--- config.mk ---
export PLATFORM = sky130hd
export DESIGN_NAME = swm_regs
export DESIGN_NICKNAME = d
export VERILOG_FILES = /design/src/core/swm_pkg.sv /design/src/core/swm_regs.sv
export VERILOG_INCLUDE_DIRS = /design/src /design/src/core
export SDC_FILE = /design/constraint.sdc
export NUM_CORES = 1
export LEC_CHECK = 0
export BUFFER_PORTS_ARGS = -buffer_cell sky130_fd_sc_hd__buf_2
export CORE_MARGIN = 2
export CORE_UTILIZATION = 43
export CTS_BUF_LIST = sky130_fd_sc_hd__clkbuf_16
export DETAILED_ROUTE_END_ITERATION = 8
export PLACE_DENSITY = 0.82
export SETUP_SLACK_MARGIN = 0.1
export SKIP_LAST_GASP = 1
export SYNTH_ARGS = -nofsm -noshare
export SYNTH_HDL_FRONTEND = slang
export SYNTH_SLANG_ARGS = --single-unit
--- constraint.sdc ---
create_clock -name sys_clk_i -period 2.2 [get_ports sys_clk_i]
set_clock_uncertainty 0.2 [all_clocks]
set_input_delay 0.44 -clock sys_clk_i [delete_from_list [all_inputs] [get_ports sys_clk_i]]
set_output_delay 0.44 -clock sys_clk_i [all_outputs]
set_load 0.01 [all_outputs]
--- src/core/swm_params.svh ---
/*
 Constants of the supply warning monitor register bank: register
 indices, field positions, reset values and threshold codes.
 Assumes inclusion by bare name from the package and the design.
*/
`ifndef SWM_PARAMS_SVH
`define SWM_PARAMS_SVH
// -------------------------------------------------------------
// Register indices (byte address is four times the index)
// -------------------------------------------------------------
`define SWM_IDX_LEVEL 4'h1
`define SWM_IDX_MARGIN 4'h8
`define SWM_IDX_IRQ_CTRL 4'h9
`define SWM_IDX_FLAGS 4'ha
`define SWM_IDX_STATE 4'hb
// -------------------------------------------------------------
// Field positions
// -------------------------------------------------------------
`define SWM_IRQ_EN_BIT 0
`define SWM_DIR_LSB 1
`define SWM_DIR_MSB 2
`define SWM_FLAG_BIT 0
`define SWM_STATE_BIT 0
// -------------------------------------------------------------
// Reset values and codes
// -------------------------------------------------------------
`define SWM_RST_MARGIN 2'h0
`define SWM_RST_DIR 2'h0
`define SWM_RST_LEVEL 3'h0
`define SWM_LOWEST_TRIP_CODE 3'h0
`define SWM_HIGHEST_TRIP_CODE 3'h7
`define SWM_MARGIN_5PCT 2'h0
`define SWM_MARGIN_15PCT 2'h1
`define SWM_MARGIN_25PCT 2'h2
`endif

--- src/core/swm_pkg.sv ---
/*
 Types of the supply warning monitor register bank.
 Assumes swm_params.svh sits beside this file.
*/
`include "swm_params.svh"
package swm_pkg;
   // Crossing direction codes; the fourth code is reserved
   typedef enum logic [1:0]
   {
      SWM_DIR_FALL = 2'h0,
      SWM_DIR_RISE = 2'h1,
      SWM_DIR_BOTH = 2'h2,
      SWM_DIR_RSVD = 2'h3
   } swm_dir_t;
   // Threshold selection carried to the analog comparator
   typedef struct packed
   {
      logic [2:0] trip_threshold_sel;
      logic [1:0] warn_margin_sel;
   } swm_thresh_t;
   // Avalon request as seen by the slave
   typedef struct packed
   {
      logic [5:0] address;
      logic read;
      logic write;
      logic [31:0] writedata;
      logic [3:0] byteenable;
   } swm_avreq_t;
endpackage

--- src/core/swm_regs.sv ---
/*
 Supply warning monitor register bank: Avalon-MM slave with
 waitrequest, threshold selection, crossing detection, sticky
 flag and level interrupt.
 Assumes a 250 MHz sys_clk_i, an analog comparator whose output
 is asynchronous, and detector mode and sample strobe from logic
 on the same clock.
*/
// Design decision made here: register access over Avalon-MM.
// Notes on behaviour
// - Read-only 3-bit trip level, loaded from non-volatile config after reset.
// - 2-bit margin puts warning 5, 15 or 25 percent above trip; 3 reserved.
// - Direction code: 0 falling, 1 rising, 2 either; 3 reserved, no trigger.
// - Bit 0 of interrupt control enables the warning interrupt.
// - Warning flag bit 0 sets on a crossing matching the direction.
// - Flag is held only while the detector is enabled; off clears it.
// - Read-only status bit: 0 above warning threshold, 1 below.
// - Control, flag and status reset to zero; upper bits read zero.
// - Interrupt asserts while flag and enable are set, gated by global enable.
// - Monitor follows detector mode: inactive when off, sampled when sampled.
`include "swm_params.svh"
`timescale 1ns/1ns
`default_nettype none
module swm_regs
(
   input wire logic sys_clk_i,
   input wire logic rst_i,
   input wire logic [5:0] avs_address_i,
   input wire logic avs_read_i,
   input wire logic avs_write_i,
   input wire logic [31:0] avs_writedata_i,
   input wire logic [3:0] avs_byteenable_i,
   output logic [31:0] avs_readdata_o,
   output logic avs_waitrequest_o,
   input wire logic [2:0] nv_trip_level_i,
   input wire logic [1:0] brownout_mode_i,
   input wire logic brownout_sample_i,
   input wire logic comp_below_i,
   input wire logic global_irq_en_i,
   output swm_pkg::swm_thresh_t thresh_o,
   output logic irq_o
);
   import swm_pkg::*;

   // ----------------------------------------------------------
   // Declarations
   // ----------------------------------------------------------
   swm_avreq_t req;
   logic [2:0] trip_threshold_sel;
   logic level_loaded;
   logic [1:0] warn_margin_sel;
   swm_dir_t warn_direction_sel;
   logic warn_irq_en;
   logic warn_irq_flag;
   logic below_warn_state;
   logic armed;
   logic [2:0] comp_sync;
   logic mon_active;
   logic mon_update;
   logic cmp_stable;
   logic crossing;
   logic fell;
   logic rose;
   logic hit;
   logic access;
   logic wr_take;
   logic [3:0] index;
   logic [7:0] next_rdata;

   assign req = '{address: avs_address_i, read: avs_read_i,
                  write: avs_write_i, writedata: avs_writedata_i,
                  byteenable: avs_byteenable_i};
   assign index = req.address[5:2];
   assign access = req.read | req.write;
   // Write lands at the edge where the master sees waitrequest low
   assign wr_take = req.write & ~avs_waitrequest_o & req.byteenable[0];

   // ----------------------------------------------------------
   // Bus handshake
   // ----------------------------------------------------------
   // Waitrequest idles high, drops for one cycle per request
   always_ff @(posedge sys_clk_i or posedge rst_i)
   begin
      if (rst_i)
         avs_waitrequest_o <= 1'b1;
      else if (access && avs_waitrequest_o)
         avs_waitrequest_o <= 1'b0;
      else
         avs_waitrequest_o <= 1'b1;
   end

   // Read mux; unmapped indices and upper bits read zero
   always_comb
   begin
      next_rdata = 8'h00;
      case (index)
         `SWM_IDX_LEVEL: next_rdata = {5'h00, trip_threshold_sel};
         `SWM_IDX_MARGIN: next_rdata = {6'h00, warn_margin_sel};
         `SWM_IDX_IRQ_CTRL:
            next_rdata = {5'h00, warn_direction_sel, warn_irq_en};
         `SWM_IDX_FLAGS: next_rdata = {7'h00, warn_irq_flag};
         `SWM_IDX_STATE: next_rdata = {7'h00, below_warn_state};
         default: next_rdata = 8'h00;
      endcase
   end

   // Read data captured while waitrequest is still high
   always_ff @(posedge sys_clk_i or posedge rst_i)
   begin
      if (rst_i)
         avs_readdata_o <= 32'h0000_0000;
      else if (req.read && avs_waitrequest_o)
         avs_readdata_o <= {24'h00_0000, next_rdata};
   end

   // ----------------------------------------------------------
   // Trip level from non-volatile configuration
   // ----------------------------------------------------------
   // Caught once after release; the reset branch stays constant
   always_ff @(posedge sys_clk_i or posedge rst_i)
   begin
      if (rst_i)
      begin
         trip_threshold_sel <= `SWM_RST_LEVEL;
         level_loaded <= 1'b0;
      end
      else if (!level_loaded)
      begin
         trip_threshold_sel <= nv_trip_level_i;
         level_loaded <= 1'b1;
      end
   end

   // ----------------------------------------------------------
   // Software registers
   // ----------------------------------------------------------
   // Reserved margin code is stored; the analog side treats it
   always_ff @(posedge sys_clk_i or posedge rst_i)
   begin
      if (rst_i)
         warn_margin_sel <= `SWM_RST_MARGIN;
      else if (wr_take && index == `SWM_IDX_MARGIN)
         warn_margin_sel <= req.writedata[1:0];
   end

   // Interrupt control: enable and crossing direction
   always_ff @(posedge sys_clk_i or posedge rst_i)
   begin
      if (rst_i)
      begin
         warn_irq_en <= 1'b0;
         warn_direction_sel <= SWM_DIR_FALL;
      end
      else if (wr_take && index == `SWM_IDX_IRQ_CTRL)
      begin
         warn_irq_en <= req.writedata[`SWM_IRQ_EN_BIT];
         warn_direction_sel <= swm_dir_t'(
            req.writedata[`SWM_DIR_MSB:`SWM_DIR_LSB]);
      end
   end

   // Threshold selection drives the analog comparator through one register stage
   always_ff @(posedge sys_clk_i or posedge rst_i)
   begin
      if (rst_i)
         thresh_o <= '{trip_threshold_sel: `SWM_RST_LEVEL,
                       warn_margin_sel: `SWM_RST_MARGIN};
      else
         thresh_o <= '{trip_threshold_sel: trip_threshold_sel,
                       warn_margin_sel: warn_margin_sel};
   end

   // ----------------------------------------------------------
   // Comparator input and crossing detection
   // ----------------------------------------------------------
   // Three stages; only stages two and three are compared
   always_ff @(posedge sys_clk_i or posedge rst_i)
   begin
      if (rst_i)
         comp_sync <= 3'h0;
      else
         comp_sync <= {comp_sync[1:0], comp_below_i};
   end

   assign cmp_stable = comp_sync[1] == comp_sync[2];
   // Detector off: monitor idle; sampled mode waits for a strobe
   assign mon_active = brownout_mode_i != 2'h0;
   assign mon_update = mon_active && cmp_stable &&
                       (brownout_mode_i != 2'h2 || brownout_sample_i);
   assign crossing = mon_update && armed &&
                     comp_sync[2] != below_warn_state;
   assign fell = crossing && comp_sync[2];
   assign rose = crossing && !comp_sync[2];

   // Direction match; the reserved code never triggers
   always_comb
   begin
      hit = 1'b0;
      case (warn_direction_sel)
         SWM_DIR_FALL: hit = fell;
         SWM_DIR_RISE: hit = rose;
         SWM_DIR_BOTH: hit = fell | rose;
         default: hit = 1'b0;
      endcase
   end

   // Live status; the first update after enabling only loads it,
   // so switching the detector on never fakes a crossing
   always_ff @(posedge sys_clk_i or posedge rst_i)
   begin
      if (rst_i)
      begin
         below_warn_state <= 1'b0;
         armed <= 1'b0;
      end
      else if (!mon_active)
      begin
         below_warn_state <= 1'b0;
         armed <= 1'b0;
      end
      else if (mon_update)
      begin
         below_warn_state <= comp_sync[2];
         armed <= 1'b1;
      end
   end

   // ----------------------------------------------------------
   // Sticky flag and interrupt
   // ----------------------------------------------------------
   // A crossing in the clearing cycle wins over the clear
   always_ff @(posedge sys_clk_i or posedge rst_i)
   begin
      if (rst_i)
         warn_irq_flag <= 1'b0;
      else if (!mon_active)
         warn_irq_flag <= 1'b0;
      else if (hit)
         warn_irq_flag <= 1'b1;
      else if (wr_take && index == `SWM_IDX_FLAGS &&
               req.writedata[`SWM_FLAG_BIT])
         warn_irq_flag <= 1'b0;
   end

   // Level request; global enable gates it without clearing it
   always_ff @(posedge sys_clk_i or posedge rst_i)
   begin
      if (rst_i)
         irq_o <= 1'b0;
      else
         irq_o <= warn_irq_flag & warn_irq_en & global_irq_en_i;
   end
endmodule // swm_regs
`default_nettype wire

# Word-level counts from Yosys, hierarchy flattened
# Index checks and enable logic that the tools add are counted.
[totals] register_bits=30 inputBits=54 output_inout_bits=39
[classes] muxes=10 reduce_logical=16 eq_ne=12 n_bitwise=7
[op_table] op="$eq A4 B4 Y1 const B" count=4
[op_table] op="$pmux W3 S5" count=1
[op_table] op="$logic_and A1 B1 Y1" count=12
[op_table] op="$mux W1" count=8
[op_table] op="$and A1 B1 Y1" count=4
[op_table] op="$eq A4 B1 Y1 const B" count=1
[op_table] op="$ne A3 B1 Y1 const B" count=1
[op_table] op="$pmux W1 S3" count=1
[op_table] op="$eq A2 B1 Y1 const B" count=1
[op_table] op="$eq A2 B2 Y1 const B" count=1
[op_table] op="$logic_not A2 Y1" count=1
[op_table] op="$ne A2 B1 Y1 const B" count=1
[op_table] op="$ne A2 B2 Y1 const B" count=1
[op_table] op="$or A1 B1 Y1" count=2
[op_table] op="$reduce_bool A2 Y1" count=1
[op_table] op="$eq A1 B1 Y1" count=1
[op_table] op="$logic_not A1 Y1" count=1
[op_table] op="$logic_or A1 B1 Y1" count=1
[op_table] op="$ne A1 B1 Y1" count=1
[op_table] op="$not A1 Y1" count=1

# Depth between registers and ports, before layout
[depth] ltp_word=10 depth_mapped=4

# Least setup slack after synthesis
# OpenSTA, ideal clock, no wires.
[synth_timing] path_kind="register -> register" from="register avs_waitrequest_o" to="register warn_direction_sel[0]" period_less_slack_ps=1507 slack_ps=693 setup_time_ps=127 required_time_ps=1873 arrival_time_ps=1179 stages_incl_launch_ff=4 path_cell_list="dfstp_2 and4bb_1 nand3_2 mux2_1"
[synth_via] elab_chain_cells=4
[synth_rtl] item="start, declared" line_no="swm_regs.sv:34" text="output logic avs_waitrequest_o,"
[synth_rtl] item="start signal, assigned" line_no="swm_regs.sv:85" text="avs_waitrequest_o <= 1'b1;"
[synth_rtl] item="start signal, assigned" line_no="swm_regs.sv:87" text="avs_waitrequest_o <= 1'b0;"
[synth_rtl] item="start signal, assigned" line_no="swm_regs.sv:89" text="avs_waitrequest_o <= 1'b1;"
[synth_rtl] item="$not A1 Y1" line_no="swm_regs.sv:76" text="assign wr_take = req.write & ~avs_waitrequest_o & req.byteenable[0];"
[synth_rtl] item="$and A1 B1 Y1 (2 in series)" line_no="swm_regs.sv:76"
[synth_rtl] item="$logic_and A1 B1 Y1 (no source line)"
[synth_rtl] item="end signal, assigned" line_no="swm_regs.sv:157" text="warn_direction_sel <= swm_dir_t'("
[synth_rtl] item="end, declared" line_no="swm_regs.sv:52" text="swm_dir_t warn_direction_sel;"
# No other way between the ends.
# A chain may end at the register's enable or synchronous reset.

# Worst setup path after layout
[layout_timing] from="register avs_waitrequest_o" to="output avs_waitrequest_o"
# No word-level cell between the ends.

==> impl_metrics.env <==
export IMPL_critical_path_top_delay_family="flip-flops"
export IMPL_fp_dieH_um=59.1
export IMPL_post_cts_buffers=0
export IMPL_final_period_utilization_pct=72.8
export IMPL_drive_gt1_share_pct=28.4
export IMPL_seqCellArea_sq_um=627
export IMPL_area_growth_pct=12.4
export IMPL_crit_type="reg -> out"
export IMPL_drc_errors=0
export IMPL_setup_viol=0
export IMPL_ioPinCount=93
export IMPL_cp_depth=1
export IMPL_antenna_left=0
export IMPL_gp_congestion=0.748
export IMPL_yosysWarningCount=0
export IMPL_nets=203
export IMPL_clk_pin_slew_worst_paths_ps=70
export IMPL_fin_cells=179
export IMPL_crit_chain="buf_2"
export IMPL_arrival_ps=960
export IMPL_cp_slowest_cell="dfstp_2"
export IMPL_cts_tree="yes"
export IMPL_wire_per_inst_um=12.5
export IMPL_synth_xor_area_share_pct=0.671
export IMPL_fmax_mhz=624
export IMPL_cts_sinks=25
export IMPL_root_buffer="clkbuf_16"
export IMPL_antennaDiodeCount=0
export IMPL_synth_area_sq_um=1310
export IMPL_synth_top_family_by_area="buffers and inverters"
export IMPL_maxCapViolCount=0
export IMPL_synthSimpleGateAreaFrac_pct=14.4
export IMPL_syn_avg_cell_area_sq_um=11.3
export IMPL_chipWidth_um=59.1
export IMPL_core_area_sq_um=2830
export IMPL_crit_path_max_incr_delay_ps=560
export IMPL_worstPathMaxFanout=6
export IMPL_synth_compound_area_share_pct=8.15
export IMPL_start_util_pct=46.1
export IMPL_num_rows=19
export IMPL_drt_iter0_drc=18
export IMPL_endpoint_kind="output pin"
export IMPL_finalMaxSlewViolations=0
export IMPL_io_buffers=29
export IMPL_cts_made_buffers=3
export IMPL_worstHoldStart="comp_below_i"
export IMPL_num_vias=877
export IMPL_synth_top_cell_by_area="dfrtp_1"
export IMPL_clkLatencyLatePin_ps=260
export IMPL_hp_class="in -> reg"
export IMPL_dpl_hpwl_um=1750
export IMPL_synth_seq_cells=25
export IMPL_synth_cell_type_count=37
export IMPL_synthMuxAreaShare_pct=10.1
export IMPL_hold_ws_ps=80.8
export IMPL_r2r_cells=3
export IMPL_multiInputGateArea_sq_um=547
export IMPL_cp_required_ps=1560
export IMPL_drt_total_wl_um=2240
export IMPL_powerDensity_nw_per_um2=759
export IMPL_dpl_cell_count=174
export IMPL_min_path_cells=1
export IMPL_async_flop_share_pct=100
export IMPL_viasPerCell=4.90
export IMPL_status="finished, final reports clean"
export IMPL_hold_viol=0
export IMPL_ctsHoldBuffers=1
export IMPL_regToRegEndpoint="warn_direction_sel[0]$_DFFE_PP0P_"
export IMPL_p_leak_nw=0.744
export IMPL_synth_edf_count=0
export IMPL_cp_start_kind="flop"
export IMPL_cts_buffer_depth=2
export IMPL_ys_seq_area_share_pct=48.0
export IMPL_rsz0062_at_grt="no"
export IMPL_grt_pass1_wl_um=3640
export IMPL_synth_ff_type="dfrtp_1"
export IMPL_num_fill_cells=258
export IMPL_grt_max_degree=17
export IMPL_htreeDepth=1
export IMPL_firstDrtPassIters=4
export IMPL_grt_usage_pct=14.0
export IMPL_synthCells=115
export IMPL_fin_tns_setup_ps=0
export IMPL_hold_path_end="comp_sync[0]$_DFF_PP0_"
export IMPL_yosysTopAreaCellShare_pct=46.0
export IMPL_cts_resized=0
export IMPL_grt_overflow_total=0
export IMPL_grt_pass1_vias=799
export IMPL_design_die_area_sq_um=3490
export IMPL_cp_num_buf_inv=1
export IMPL_worst_r2r_startpoint="avs_waitrequest_o$_DFF_PP1_"
export IMPL_synthTopCellsByArea="dfrtp_1 46%, buf_4 17%, mux2_1 4.3%"
export IMPL_yosys_area_share_adder_pct=0
export IMPL_vdd_drop_max_uv=601
export IMPL_r2r_setup_slack_ps=630
export IMPL_antenna_found_initial=0
export IMPL_period_needed_ps=1600
power by group:
part / switching [mW] / internal (mW) / total (mW)
sequential: 0.0332 / 0.506 / 0.539
clock: 0.169 / 0.251 / 0.420
combinational: 0.0858 / 0.0683 / 0.154
cell type report:
type | count | area share [%]
clock buffers | 3 | 5.12
clock inverters | 1 | 0.597
inverters | 2 | 0.512
multi-input cells | 86 | 37.3
flip-flops and latches | 25 | 42.7
well taps | 31 | 2.65
repair buffers | 31 | 11.1
through the flow:
stage	utilization, %	power [mW]	worst slack (ps)	area (sq um)
after floorplan	-	0.678	693	1410
after detailed placement	48.5	0.700	512	1370
after global routing	51.8	1.17	547	1470
after global placement	48.5	0.692	536	1370
after CTS	51.8	1.12	595	1470
final	51.8	1.11	599	1470
logic make-up after synthesis:
logic type / Yosys count
compound gates: 15
other cells: 2
flops: 25
simple gates: 28
xor+xnor: 1
buf+inv: 32
mux: 12
flip-flops by register name, summed over array words and instances (netlist names):
register / cells
avs_waitrequest_o: 1
armed: 1
warn_irq_flag: 1
level_loaded: 1
warn_irq_en: 1
below_warn_state: 1
irq_o: 1
trip_threshold_sel: 3
warn_direction_sel: 2
comp_sync: 3
thresh_o: 5
avs_readdata_o: 3
warn_margin_sel: 2
cell usage after synthesis, drive strengths merged, types with 2 or more instances:
| master | count |
|---|---|
| a21oi | 2 |
| and2b | 2 |
| buf | 30 |
| conb | 2 |
| dfrtp | 24 |
| inv | 2 |
| mux2 | 9 |
| mux2i | 3 |
| nand2 | 6 |
| nand2b | 2 |
| nor2 | 2 |
| nor3 | 5 |
| nor3b | 2 |
| nor4bb | 2 |
| o21a | 2 |
| o21ai | 4 |
placed cells by master (no fill, tap or decap), types with 2 or more instances in the layout:
cell type  instances
a21oi_1            2
buf_2             29
clkbuf_16          3
conb_1            30
dfrtp_1           24
inv_1              2
mux2_1             5
mux2_2             4
mux2i_1            3
nand2_1            6
nand2b_1           2
nor2_1             2
nor3_1             4
nor3b_1            2
nor4bb_1           2
o21a_1             2
o21ai_0            3
worst max path at each step:
stage                                start                           endpoint  slack [ps]
6_report       avs_waitrequest_o$_DFF_PP1_                  avs_waitrequest_o         600
5_1_grt        avs_waitrequest_o$_DFF_PP1_                  avs_waitrequest_o         550
4_1_cts        avs_waitrequest_o$_DFF_PP1_                  avs_waitrequest_o         600
3_5_place_dp              avs_address_i[2]     warn_margin_sel[0]$_DFFE_PP0P_         510
3_3_place_gp              avs_address_i[2]     warn_margin_sel[1]$_DFFE_PP0P_         540
2_1_floorplan  avs_waitrequest_o$_DFF_PP1_  warn_direction_sel[0]$_DFFE_PP0P_         690
metal layers:
layer	part of all wire [%]	track usage (%)
met3	8.0	4.80
met2	48	23.7
met1	44	17.4
met4	0.63	2.92
met5	0	0
Note: power is estimated with default switching activity, not from simulation.
